## config.mk

```make
export PLATFORM = sky130hd
export DESIGN_NAME = halfrate_sequencer
export DESIGN_NICKNAME = d
export VERILOG_FILES = /design/src/design/halfrate_timing_pkg.sv /design/src/design/link_clock_divider.sv /design/src/design/interval_timer.sv /design/src/design/halfrate_sequencer.sv
export VERILOG_INCLUDE_DIRS = /design/src /design/src/design
export SDC_FILE = /design/constraint.sdc
export NUM_CORES = 1
export LEC_CHECK = 0
export ABC_AREA = 1
export BUFFER_PORTS_ARGS = -buffer_cell sky130_fd_sc_hd__buf_2
export CORE_AREA = 2 2 131 197
export DETAILED_ROUTE_END_ITERATION = 16
export DIE_AREA = 0 0 133 199
export GPL_TIMING_DRIVEN = 0
export MAX_ROUTING_LAYER = met4
export PLACE_DENSITY = 0.85
export SLEW_MARGIN = 20
export SYNTH_ARGS = -nofsm -noshare
export SYNTH_HDL_FRONTEND = slang
export SYNTH_SLANG_ARGS = --single-unit
```

## constraint.sdc

```tcl
create_clock -name pclk -period 15.6 [get_ports pclk]
set_input_delay 3.12 -clock pclk [delete_from_list [all_inputs] [get_ports pclk]]
set_output_delay 3.12 -clock pclk [all_outputs]
set_load 0.02 [all_outputs]
```

## src/design/halfrate_timing_params.svh

```systemverilog
/*
  Holds the timing counts, register offsets, field positions and reset values
  of the DDR4 gear-down, write leveling and termination sequencer.
  Assumes inclusion by bare name from the design files that need it.
*/
`ifndef HALFRATE_TIMING_PARAMS_SVH
`define HALFRATE_TIMING_PARAMS_SVH

// ==========================================================
// Termination high times in link clocks
`define TERM_BL8_PRE1 4'h6
`define TERM_BL8_PRE2 4'h7
`define TERM_BC4_PRE1 4'h4
`define TERM_BC4_PRE2 4'h5

// ==========================================================
// Sequence intervals in link clocks and picoseconds, gear-down minimum rate and unit factors
`define LVL_DRIVE_CK 12'h019
`define LVL_EDGE_CK 12'h028
`define SYNC_EXTRA_CK 12'h004
`define UPD_MIN_CK 12'h018
`define UPD_MIN_PS 32'h00003A98
`define RSTX_MIN_CK 12'h005
`define RSTX_ADD_PS 32'h00002710
`define SEL_MIN_CK 12'h003
`define SEL_MIN_PS 32'h00000EA4
`define GEAR_MIN_RATE 16'h0A6A
`define PCLK_PERIOD_PS 32'h00002710
`define PS_PER_NS 32'h000003E8

// ==========================================================
// Register offsets
`define REG_CTRL 8'h00
`define REG_CMD 8'h04
`define REG_TIME 8'h08
`define REG_STAT 8'h0C
`define REG_CAL 8'h10

// ==========================================================
// Field positions and reset values
`define CTRL_PRE2 0
`define CTRL_BC4 1
`define CTRL_PAR 2
`define CTRL_DLLOFF 3
`define CTRL_RATE_LSB 16
`define CMD_GEAR 0
`define CMD_LVL 1
`define CMD_WR 2
`define CMD_CLR 3
`define TIME_RFC_LSB 0
`define TIME_PARLAT_LSB 16
`define STAT_BUSY 0
`define STAT_GEAR 1
`define STAT_REFUSED 2
`define STAT_LVL_FB 3
`define STAT_STATE_LSB 4
`define CAL_SEL_LSB 0
`define CAL_UPD_LSB 16
`define CTRL_RESET 32'h00000000
`define TIME_RESET 32'h0000015E

`endif

```

## src/design/halfrate_timing_pkg.sv

```systemverilog
/*
  Holds the command codes and sequencer states of the timing sequencer.
  Assumes nothing of its surroundings.
*/
package halfrate_timing_pkg;

  // ==========================================================
  // Command placed on the link for one link clock
  typedef enum logic [2:0] {
    CMD_DES = 3'b000,
    CMD_MRS_GEAR = 3'b001,
    CMD_MRS_LEVEL = 3'b010,
    CMD_WRITE = 3'b011,
    CMD_SYNC = 3'b100
  } link_cmd_e;

  // ==========================================================
  // Sequencer states
  typedef enum logic [3:0] {
    ST_IDLE = 4'b0000,
    ST_G_RST = 4'b0001,
    ST_G_SYNC = 4'b0010,
    ST_G_CMD = 4'b0011,
    ST_L_DRV = 4'b0100,
    ST_L_EDGE = 4'b0101,
    ST_L_FB = 4'b0110,
    ST_W_TERM = 4'b0111
  } seq_state_e;

endpackage

```

## src/design/link_clock_divider.sv

```systemverilog
/*
  Makes the link clock from pclk and a one-cycle tick at each rising edge.
  Assumes one clock pclk and an asynchronous active-low reset.
*/
`timescale 1ns/10ps
module link_clock_divider #(
  parameter int HALF = 1
) (
  input wire logic pclk,
  input wire logic presetn,
  output logic ck_out,
  output logic tick
);

  logic [15:0] cnt_reg;

  // ==========================================================
  // Half-period counter, toggles the clock and marks the rising edge
  always_ff @(posedge pclk or negedge presetn) begin
    if (!presetn) begin
      cnt_reg <= 16'h0000;
      ck_out <= 1'b0;
      tick <= 1'b0;
    end else if (cnt_reg == 16'(HALF - 1)) begin
      cnt_reg <= 16'h0000;
      ck_out <= ~ck_out;
      tick <= ~ck_out;
    end else begin
      cnt_reg <= cnt_reg + 16'h0001;
      tick <= 1'b0;
    end
  end

endmodule

```

## src/design/interval_timer.sv

```systemverilog
/*
  Down counter of link clock ticks that flags expiry of a loaded interval.
  Assumes load is only raised together with tick.
*/
`timescale 1ns/10ps
module interval_timer #(
  parameter int W = 12
) (
  input wire logic pclk,
  input wire logic presetn,
  input wire logic tick,
  input wire logic load,
  input wire logic [W-1:0] load_val,
  output logic done
);

  logic [W-1:0] count_reg;

  // ==========================================================
  // Load or count down once per tick, stop at zero
  always_ff @(posedge pclk or negedge presetn) begin
    if (!presetn) begin
      count_reg <= '0;
    end else if (load) begin
      count_reg <= load_val;
    end else if (tick && count_reg != '0) begin
      count_reg <= count_reg - W'(1);
    end
  end

  assign done = (count_reg == '0);

endmodule

```

## src/design/halfrate_sequencer.sv

```systemverilog
/*
  Controller that drives a registered DDR4 module through gear-down entry,
  write leveling and writes with termination, keeping the minimum intervals.
  Assumes an APB master on pclk and a device that samples the link clock.
*/
`timescale 1ns/10ps
`include "halfrate_timing_params.svh"
module halfrate_sequencer #(
  parameter int CK_HALF = 1
) (
  input wire logic pclk,
  input wire logic presetn,
  input wire logic psel,
  input wire logic penable,
  input wire logic pwrite,
  input wire logic [7:0] paddr,
  input wire logic [31:0] pwdata,
  output logic [31:0] prdata,
  output logic pready,
  output logic pslverr,
  output logic ck_out,
  output logic cke,
  output logic cs_n,
  output logic [2:0] cmd,
  output logic odt,
  output logic dqs_out,
  output logic dqs_oe,
  input wire logic level_fb
);

  localparam logic [31:0] TCK_PS = 32'(2 * CK_HALF) * `PCLK_PERIOD_PS;

  // Round a picosecond time up to whole link clocks
  function automatic logic [11:0] ceil_ck(input logic [31:0] ps);
    ceil_ck = 12'((ps + TCK_PS - 32'h00000001) / TCK_PS);
  endfunction

  localparam logic [11:0] UPD_PS_CK = ceil_ck(`UPD_MIN_PS);
  localparam logic [11:0] MODE_UPDATE_DELAY = (UPD_PS_CK > `UPD_MIN_CK) ? UPD_PS_CK : `UPD_MIN_CK;
  localparam logic [11:0] SEL_PS_CK = ceil_ck(`SEL_MIN_PS);
  localparam logic [11:0] SELECT_TO_CMD_LATENCY = (SEL_PS_CK > `SEL_MIN_CK) ? SEL_PS_CK : `SEL_MIN_CK;

  logic tick;
  logic done;
  logic fb_meta_reg;
  logic fb_sync_reg;
  logic [31:0] ctrl_reg;
  logic [31:0] time_reg;
  logic [2:0] req_reg;
  logic refused_reg;
  logic gear_on_reg;
  logic lvl_fb_reg;
  logic [3:0] term_reg;
  logic [12:0] seq_ticks_reg;
  halfrate_timing_pkg::seq_state_e state_reg;
  halfrate_timing_pkg::seq_state_e state_next;
  halfrate_timing_pkg::link_cmd_e cmd_reg;
  logic tmr_load;
  logic [11:0] tmr_val;
  logic [11:0] txs_ck;
  logic [11:0] reset_exit_interval;
  logic [3:0] term_sel;
  logic in_idle;
  logic gear_ok;
  logic take_gear;
  logic take_lvl;
  logic take_wr;
  logic apb_wr;
  logic [31:0] rd_mux;
  logic rd_err;

  // ==========================================================
  // Link clock and interval counter
  link_clock_divider #(.HALF(CK_HALF)) u_div (
    .pclk(pclk),
    .presetn(presetn),
    .ck_out(ck_out),
    .tick(tick)
  );

  interval_timer #(.W(12)) u_tmr (
    .pclk(pclk),
    .presetn(presetn),
    .tick(tick),
    .load(tmr_load),
    .load_val(tmr_val),
    .done(done)
  );

  // Two-flop synchroniser for the leveling feedback pin
  always_ff @(posedge pclk or negedge presetn) begin
    if (!presetn) begin
      fb_meta_reg <= 1'b0;
      fb_sync_reg <= 1'b0;
    end else begin
      fb_meta_reg <= level_fb;
      fb_sync_reg <= fb_meta_reg;
    end
  end

  // ==========================================================
  // Derived intervals from the programmed refresh time and the burst and preamble modes
  always_comb begin
    txs_ck = ceil_ck(32'(time_reg[`TIME_RFC_LSB +: 11]) * `PS_PER_NS + `RSTX_ADD_PS);
    if (ctrl_reg[`CTRL_PAR] && ctrl_reg[`CTRL_DLLOFF]) begin
      txs_ck = txs_ck + 12'(time_reg[`TIME_PARLAT_LSB +: 4]);
    end
    reset_exit_interval = (txs_ck > `RSTX_MIN_CK) ? txs_ck : `RSTX_MIN_CK;
    if (ctrl_reg[`CTRL_BC4]) begin
      term_sel = ctrl_reg[`CTRL_PRE2] ? `TERM_BC4_PRE2 : `TERM_BC4_PRE1;
    end else begin
      term_sel = ctrl_reg[`CTRL_PRE2] ? `TERM_BL8_PRE2 : `TERM_BL8_PRE1;
    end
  end

  // Request arbitration, gear-down first, then leveling, then write
  assign in_idle = (state_reg == halfrate_timing_pkg::ST_IDLE);
  assign gear_ok = (ctrl_reg[`CTRL_RATE_LSB +: 16] >= `GEAR_MIN_RATE);
  assign take_gear = tick && in_idle && req_reg[`CMD_GEAR];
  assign take_lvl = tick && in_idle && !req_reg[`CMD_GEAR] && req_reg[`CMD_LVL];
  assign take_wr = tick && in_idle && !req_reg[`CMD_GEAR] && !req_reg[`CMD_LVL] && req_reg[`CMD_WR];

  // ==========================================================
  // Next state and interval loads, stepping only on ticks; timed states wait for expiry
  always_comb begin
    state_next = state_reg;
    tmr_load = 1'b0;
    tmr_val = 12'h000;
    if (tick) begin
      case (state_reg)
        halfrate_timing_pkg::ST_IDLE: begin
          if (take_gear && gear_ok) begin
            state_next = halfrate_timing_pkg::ST_G_RST;
            tmr_load = 1'b1;
            tmr_val = reset_exit_interval - 12'h001;
          end else if (take_lvl) begin
            state_next = halfrate_timing_pkg::ST_L_DRV;
            tmr_load = 1'b1;
            tmr_val = `LVL_DRIVE_CK - 12'h001;
          end else if (take_wr) begin
            state_next = halfrate_timing_pkg::ST_W_TERM;
            tmr_load = 1'b1;
            tmr_val = 12'(term_sel) - 12'h001;
          end
        end
        halfrate_timing_pkg::ST_G_RST: begin
          if (done) begin
            state_next = halfrate_timing_pkg::ST_G_SYNC;
            tmr_load = 1'b1;
            tmr_val = MODE_UPDATE_DELAY + `SYNC_EXTRA_CK - 12'h001;
          end
        end
        halfrate_timing_pkg::ST_G_SYNC: begin
          if (done) begin
            state_next = halfrate_timing_pkg::ST_G_CMD;
            tmr_load = 1'b1;
            tmr_val = MODE_UPDATE_DELAY - 12'h001;
          end
        end
        halfrate_timing_pkg::ST_L_DRV: begin
          if (done) begin
            state_next = halfrate_timing_pkg::ST_L_EDGE;
            tmr_load = 1'b1;
            tmr_val = `LVL_EDGE_CK - `LVL_DRIVE_CK - 12'h001;
          end
        end
        halfrate_timing_pkg::ST_G_CMD,
        halfrate_timing_pkg::ST_L_EDGE,
        halfrate_timing_pkg::ST_W_TERM: begin
          if (done) begin
            state_next = (state_reg == halfrate_timing_pkg::ST_L_EDGE) ?
                         halfrate_timing_pkg::ST_L_FB : halfrate_timing_pkg::ST_IDLE;
          end
        end
        halfrate_timing_pkg::ST_L_FB: begin
          state_next = halfrate_timing_pkg::ST_IDLE;
        end
        default: begin
          state_next = halfrate_timing_pkg::ST_IDLE;
        end
      endcase
    end
  end

  // State register
  always_ff @(posedge pclk or negedge presetn) begin
    if (!presetn) begin
      state_reg <= halfrate_timing_pkg::ST_IDLE;
    end else begin
      state_reg <= state_next;
    end
  end

  // ==========================================================
  // Link pins, updated once per link clock
  always_ff @(posedge pclk or negedge presetn) begin
    if (!presetn) begin
      cmd_reg <= halfrate_timing_pkg::CMD_DES;
      cke <= 1'b0;
      odt <= 1'b0;
      dqs_out <= 1'b0;
      dqs_oe <= 1'b0;
      gear_on_reg <= 1'b0;
      lvl_fb_reg <= 1'b0;
      term_reg <= 4'h0;
    end else if (tick) begin
      cmd_reg <= halfrate_timing_pkg::CMD_DES;
      case (state_reg)
        halfrate_timing_pkg::ST_IDLE: begin
          if (take_gear && gear_ok) begin
            cke <= 1'b1;
            gear_on_reg <= 1'b0;
          end else if (take_lvl) begin
            cmd_reg <= halfrate_timing_pkg::CMD_MRS_LEVEL;
          end else if (take_wr) begin
            cmd_reg <= halfrate_timing_pkg::CMD_WRITE;
            odt <= 1'b1;
            term_reg <= term_sel;
          end
        end
        halfrate_timing_pkg::ST_G_RST: begin
          if (done) begin
            cmd_reg <= halfrate_timing_pkg::CMD_MRS_GEAR;
          end
        end
        halfrate_timing_pkg::ST_G_SYNC: begin
          if (done) begin
            cmd_reg <= halfrate_timing_pkg::CMD_SYNC;
          end
        end
        halfrate_timing_pkg::ST_G_CMD: begin
          if (done) begin
            gear_on_reg <= 1'b1;
          end
        end
        halfrate_timing_pkg::ST_L_DRV: begin
          if (done) begin
            dqs_oe <= 1'b1;
          end
        end
        halfrate_timing_pkg::ST_L_EDGE: begin
          if (done) begin
            dqs_out <= 1'b1;
          end
        end
        halfrate_timing_pkg::ST_L_FB: begin
          dqs_out <= 1'b0;
          dqs_oe <= 1'b0;
          lvl_fb_reg <= fb_sync_reg;
        end
        halfrate_timing_pkg::ST_W_TERM: begin
          if (done) begin
            odt <= 1'b0;
          end
        end
        default: begin
          odt <= 1'b0;
        end
      endcase
    end
  end

  assign cmd = cmd_reg;
  assign cs_n = (cmd_reg == halfrate_timing_pkg::CMD_DES);

  // ==========================================================
  // APB slave: zero wait states, error on unmapped offsets
  assign pready = 1'b1;
  assign apb_wr = psel && penable && pwrite;

  // Read mux
  always_comb begin
    rd_mux = 32'h00000000;
    rd_err = 1'b0;
    case (paddr)
      `REG_CTRL: rd_mux = ctrl_reg;
      `REG_CMD: rd_mux = {29'h0000000, req_reg};
      `REG_TIME: rd_mux = time_reg;
      `REG_STAT: begin
        rd_mux[`STAT_BUSY] = !in_idle;
        rd_mux[`STAT_GEAR] = gear_on_reg;
        rd_mux[`STAT_REFUSED] = refused_reg;
        rd_mux[`STAT_LVL_FB] = lvl_fb_reg;
        rd_mux[`STAT_STATE_LSB +: 4] = state_reg;
      end
      `REG_CAL: begin
        rd_mux[`CAL_SEL_LSB +: 12] = SELECT_TO_CMD_LATENCY;
        rd_mux[`CAL_UPD_LSB +: 12] = MODE_UPDATE_DELAY;
      end
      default: rd_err = 1'b1;
    endcase
  end

  // Read data and error captured in the setup cycle
  always_ff @(posedge pclk or negedge presetn) begin
    if (!presetn) begin
      prdata <= 32'h00000000;
      pslverr <= 1'b0;
    end else if (psel && !penable) begin
      prdata <= pwrite ? 32'h00000000 : rd_mux;
      pslverr <= rd_err;
    end
  end

  // Configuration registers
  always_ff @(posedge pclk or negedge presetn) begin
    if (!presetn) begin
      ctrl_reg <= `CTRL_RESET;
      time_reg <= `TIME_RESET;
    end else if (apb_wr && paddr == `REG_CTRL) begin
      ctrl_reg <= pwdata;
    end else if (apb_wr && paddr == `REG_TIME) begin
      time_reg <= pwdata;
    end
  end

  // Pending requests, a new write wins over acceptance
  always_ff @(posedge pclk or negedge presetn) begin
    if (!presetn) begin
      req_reg <= 3'h0;
    end else begin
      req_reg <= (req_reg & ~{take_wr, take_lvl, take_gear}) |
                 ((apb_wr && paddr == `REG_CMD) ? pwdata[2:0] : 3'h0);
    end
  end

  // Sticky refusal of gear-down at slow rates, set wins over clear
  always_ff @(posedge pclk or negedge presetn) begin
    if (!presetn) begin
      refused_reg <= 1'b0;
    end else if (take_gear && !gear_ok) begin
      refused_reg <= 1'b1;
    end else if (apb_wr && paddr == `REG_CMD && pwdata[`CMD_CLR]) begin
      refused_reg <= 1'b0;
    end
  end

  // ==========================================================
  // Checks: link clocks since the sequence start
  always_ff @(posedge pclk or negedge presetn) begin
    if (!presetn) begin
      seq_ticks_reg <= 13'h000;
    end else if (tick) begin
      seq_ticks_reg <= in_idle ? 13'h000 : seq_ticks_reg + 13'h001;
    end
  end
endmodule

```

-- Word-level counts from Yosys, hierarchy flattened
Cells that the tools add are included.
- register bits: 146
- word-level logic and storage cells: 164
- add/sub/neg operators: 8
- multipliers: 1
- divide/modulo/power cells: 1
- magnitude comparators: 2
- eq/ne operators: 23
- mux-type cells: 58
- bitwise logic cells: 6
- reduce and logical (&&, ||, !) cells: 45
- operators with widths (operator ; number):
    two-way mux 12 bit ; 8
    case mux 12 bit (4 select lines) ; 1
    case mux 8 bit (5 select lines) ; 1
    case mux 12 bit (3 select lines) ; 1
    divider 32 x 15 -> 32 bit, second input constant ; 1
    two-way mux 32 bit ; 1
    two-way mux 4 bit ; 8
    case mux 4 bit (2 select lines) ; 3
    subtractor 12 x 1 -> 12 bit, second input constant ; 2
    subtractor 23 x 1 -> 24 bit, second input constant ; 1
    adder 22 x 15 -> 23 bit, second input constant ; 1
    adder 21 x 14 -> 22 bit, second input constant ; 1
    case mux 4 bit (5 select lines) ; 1
    multiplier 11 x 7 -> 18 bit, second input constant ; 1
    two-way mux 1 bit ; 18
    inequality test 2 bit, second input constant ; 9
    logical AND 1 bit ; 17
    adder 16 x 1 -> 16 bit, second input constant ; 1
    == test 4 x 3 -> 1 bit, second input constant ; 4
    == test 8 x 4 -> 1 bit, second input constant ; 2
    greater-or-equal comparator 16 x 12 -> 1 bit, second input constant ; 1
    zero test 16 bit ; 1
    two-way mux 16 bit ; 1
    adder 12 x 4 -> 12 bit ; 1
    32 further kinds ; 58

-- Longest topological paths before layout
- depth after elaboration: 14
- depth in mapped cells: 98

-- Cells and area by module
A second synthesis with hierarchy kept.
- cell total of the unflattened synthesis: 1979
- area total of the unflattened synthesis: 13324.0 um^2
- modules (own cells, without submodules) (module ; times used ; cells each ; area each (um^2) ; sequential area each (um^2)):
    halfrate_sequencer ; 1 ; 1728 ; 11484.8 ; 2885.3
    link_clock_divider ; 1 ; 121 ; 934.6 ; 450.4
    interval_timer ; 1 ; 130 ; 904.6 ; 300.3

-- Worst setup path before layout
OpenSTA, ideal clock, no wires.
- kind: flip-flop to flip-flop
- from: register time_reg[4]
- to: register u_tmr.count_reg[4]
- data arrival time: 11624 ps
- data required time: 15513 ps
- setup slack: 3889 ps
- cell stages (with the launch flop): 89
- buffers on the path: 6
- clock period less this slack: 11711 ps
- cells stage by stage: dfstp_2 inv_1 fa_1 fa_1 inv_1 fa_1 inv_1 fa_1 inv_1 ha_1 nand2_2 inv_2 nand2_1 nand3_1 a21oi_1 nand2_1 nand2_1 nand2_1 [... 53 more ...] a21oi_1 nand3_1 xor2_1 nor3_1 nand2_1 inv_1 o21ai_1 inv_1 a21oi_4 nand2_1 inv_1 ha_1 nand4_1 o21ai_0 a21oi_1 o21ai_0 nand2_1 a22oi_1
- longest elaborated chain between the ends: 14
- RTL lines (item ; RTL line ; RTL):
    start, declared ; halfrate_sequencer.sv:48 ; logic [31:0] time_reg;
    start signal, assigned ; halfrate_sequencer.sv:309 ; time_reg <= `TIME_RESET;
    start signal, assigned ; halfrate_sequencer.sv:313 ; time_reg <= pwdata;
    multiplier 11 x 7 -> 18 bit (no source line) (*) ; - ;
    adder 21 x 14 -> 22 bit (no source line) (*) ; - ;
    adder 22 x 15 -> 23 bit (*) ; halfrate_sequencer.sv:35 ; ceil_ck = 12'((ps + TCK_PS - 32'h00000001) / TCK_PS);
    subtractor 23 x 1 -> 24 bit (*) ; halfrate_sequencer.sv:35 ;
    divider 32 x 15 -> 32 bit (*) ; halfrate_sequencer.sv:35 ;
    adder 12 x 4 -> 12 bit ; halfrate_sequencer.sv:106 ; txs_ck = txs_ck + 12'(time_reg[`TIME_PARLAT_LSB +: 4]);
    two-way mux 12 bit (*) ; halfrate_sequencer.sv:105 ; if (ctrl_reg[`CTRL_PAR] && ctrl_reg[`CTRL_DLLOFF]) begin
    > comparator 12 x 3 -> 1 bit (no source line) ; - ;
    two-way mux 12 bit (no source line) (*) ; - ;
    subtractor 12 x 1 -> 12 bit (*) ; halfrate_sequencer.sv:135 ; tmr_val = reset_exit_interval - 12'h001;
    two-way mux 12 bit (*) ; halfrate_sequencer.sv:132 ; if (take_gear && gear_ok) begin
    case mux 12 bit (4 select lines) (*) ; halfrate_sequencer.sv:130 ; case (state_reg)
    two-way mux 12 bit (*) ; halfrate_sequencer.sv:129 ; if (tick) begin
    two-way mux 12 bit (*) ; interval_timer.sv:24 ; end else if (load) begin
    end signal, assigned ; interval_timer.sv:25 ; count_reg <= load_val;
    end signal, assigned ; interval_timer.sv:27 ; count_reg <= count_reg - W'(1);
    end, declared ; interval_timer.sv:17 ; logic [W-1:0] count_reg;
Every way passes the cells marked *; elsewhere a longest branch is shown, timed or not.
A chain may end at the register's enable or synchronous reset.

-- Worst setup path in the final report
Ends and elaborated chain as after synthesis.

==> results.json <==
{
  "start_util": 0.542,
  "final-setup-viol-count": 0,
  "critPathLaunchType": "flip-flop",
  "use_met2": 0.515,
  "ioPinCount": 89,
  "via_per_inst": 5.51,
  "synth_ff_type": "dfrtp_1",
  "synth_top_area_share": 0.259,
  "fillers": 2119,
  "first_pass_iters": 5,
  "fp.dieW_um": 133,
  "power_mw": 1.54,
  "dieArea_um2": 26500,
  "drive_above_1_share": 0.184,
  "finalHoldViolCount": 0,
  "grtUsageMet1": 0.261,
  "p_per_area_nw_per_um2": 103,
  "maxCapViolations": 0,
  "clock-sinks": 145,
  "ir_drop_uv": 98.7,
  "synthArstFlopShare": 1.00,
  "r2r_end": "u_tmr.count_reg[4]",
  "rsz0062_at_grt": "no",
  "yosys.area_share.simple": 0.357,
  "crit_path_frequent_cell": "nand2_1",
  "antenna_found_initial": 0,
  "cts_max_level": 4,
  "final.setup.tns_ns": 0,
  "leakage_nw": 7.93,
  "grt.total_usage": 0.268,
  "die_y_um": 199,
  "status": "complete, no violations",
  "coreArea_um2": 24800,
  "dr.first_iter.drc_count": 721,
  "synth.most_common_cell": "nand2_1",
  "r2r-start": "time_reg[4]",
  "synth_compound_area_frac": 0.122,
  "synth_cell_types": 67,
  "overflow": 0,
  "port_buffers": 87,
  "synth_top_cells_by_count": "456 x nand2_1, 287 x inv_1, 156 x nand3_1, 139 x dfrtp_1, 121 x o21ai_0",
  "holdCritPathClass": "reg -> reg",
  "yosys_warnings": 0,
  "detailed_place_hpwl_mm": 26.8,
  "drc_errors": 0,
  "skew_ns": 0.00945,
  "rows": 71,
  "finish.utilization": 0.602,
  "crit_path_start": "time_reg[4]",
  "cp_max_fo": 10,
  "synth_top_family_by_area": "simple AND/OR/NAND/NOR gates",
  "fin_crit_sh": 0.878,
  "clock_latency_ns": 0.43,
  "synth_top_area_cell": "dfrtp_1",
  "crit_required_ns": 15.95,
  "grt_pass1_wl_mm": 57.0,
  "max_stage_delay_ns": 0.58,
  "synth-xor-area-share": 0.0372,
  "worst_pin_slew_ns": 0.715,
  "drv_slew": 0,
  "synthCells": 1864,
  "ys_seq_area_frac": 0.271,
  "endpoint": "u_tmr.count_reg[4]",
  "slew_headroom": 0.523,
  "fmax_ghz": 0.0730,
  "clockBufferDepth": 2,
  "clk_pin_slew_ns": 0.06,
  "vias": 12700,
  "root_buffer": "clkbuf_16",
  "post_drt_wl_per_cell_um": 14.9,
  "critPathSlowestCell": "dfstp_2",
  "r2r_cells": 85,
  "synth_nets": 1997,
  "grt_busiest_layer": "met2",
  "synthesis.area_um2": 13400,
  "synth_fa_ha_area_frac": 0.100,
  "grtUsageMet3": 0.0308,
  "syn2layout_area_growth_pct": 11.0,
  "holdBufCountCts": 0,
  "ys_ff_latch": 145,
  "worst_ep_arrival_time_ns": 14.05,
  "grt_pass1_vias": 12800,
  "muxShareOfSynthArea": 0,
  "routed_wirelength_mm": 34.6,
  "ant_nets": 0,
  "ctsResizeCount": 0,
  "cts_tree": "built",
  "reg2reg_slack_ns": 1.91,
  "syn_area_per_cell_um2": 7.21,
  "crit_type": "reg -> reg",
  "endpoint_kind": "flip-flop",
  "min_period_ns": 13.69,
  "post_cts_buffers": 0,
  "nets": 2104,
  "synth_edf_count": 0,
  "grt_max_degree": 106,
  "cts_buffers": 17,
  "synth_area_leaders": "dfrtp_1 26%, nand2_1 13%, inv_1 8.0%, nand3_1 5.8%, fa_1 5.1%",
  "gp_congestion": 0.970,
  "insertedDiodeCount": 0
}
==> per-layer routing <==
layer / vias up / part of all wire / wire length (um)
met5: - / 0 / 0
met4: 0 / 0.052 / 1810
met3: 138 / 0.048 / 1660
met2: 460 / 0.54 / 18600
met1: 5960 / 0.36 / 12500
li1: 6181 / - / -
==> final cells by class <==
| type | count | area, um^2 | area share |
|---|---|---|---|
| timing repair buffer | 88 | 473 | 0.0317 |
| multi-input combinational | 1357 | 8280 | 0.555 |
| clock inverter | 15 | 173 | 0.0116 |
| sequential | 145 | 3640 | 0.244 |
| buffer | 42 | 305 | 0.0205 |
| tap | 328 | 410 | 0.0275 |
| inverter | 320 | 1210 | 0.0813 |
| clock buffer | 17 | 425 | 0.0285 |
==> critical path, delay by kind of cell (launching register included) <==
family / cells / cell delay, ns
and+or+nand+nor: 48 / 5.36
adders and majority gates: 8 / 3.17
AOI/OAI and AO/OA: 12 / 2.46
buffers and inverters: 16 / 1.74
DFF: 1 / 0.58
xor gates and xnor gates: 1 / 0.26
==> worst min-delay path by stage <==
stage / start / endpoint / slack (ns) / cells past startpoint
finish: fb_meta_reg / fb_sync_reg / 0.35 / 0
global route: fb_meta_reg / fb_sync_reg / 0.36 / 0
CTS: fb_meta_reg / fb_sync_reg / 0.35 / 0
detailed placement: fb_meta_reg / fb_sync_reg / 0.34 / 0
global placement: fb_meta_reg / fb_sync_reg / 0.33 / 0
floorplan: fb_meta_reg / fb_sync_reg / 0.33 / 0
==> report_power, final <==
part	switching [mW]	internal, mW	total [mW]
Clock	0.180	0.240	0.421
Sequential	0.0257	0.405	0.431
Combinational	0.444	0.240	0.684
Total	0.650	0.886	1.54
==> cell usage in the layout (no fill, tap or decap), drive strengths merged, types with 21 or more instances in the layout <==
master / n
nand3: 181
nor2: 138
nand4: 27
xor2: 45
buf: 105
a22o: 27
nand2: 569
inv: 322
clkbuf: 42
a21oi: 61
fa: 34
dfrtp: 139
nor3: 21
ha: 53
o21ai: 129
==> logic make-up after synthesis <==
family                     count (synthesis)
AOI/OAI and AO/OA                        260
xor gates and xnor gates                  54
DFF                                      145
buffers and inverters                    362
other                                      1
and+or+nand+nor                          955
adders and majority gates                 87
==> through the flow <==
stage          instances  cell area [um^2]  setup WS, ns  hold WS, ns
3_5_place_dp        2280             14300          2.09        0.338
4_1_cts             2312             14900          2.00        0.352
6_report            2312             14900          1.91        0.349
3_3_place_gp        2279             14300          2.38        0.334
5_1_grt             2312             14900         0.747        0.359
2_1_floorplan       1864             13400          3.89        0.331
Note: power is estimated with default switching activity, not from simulation.
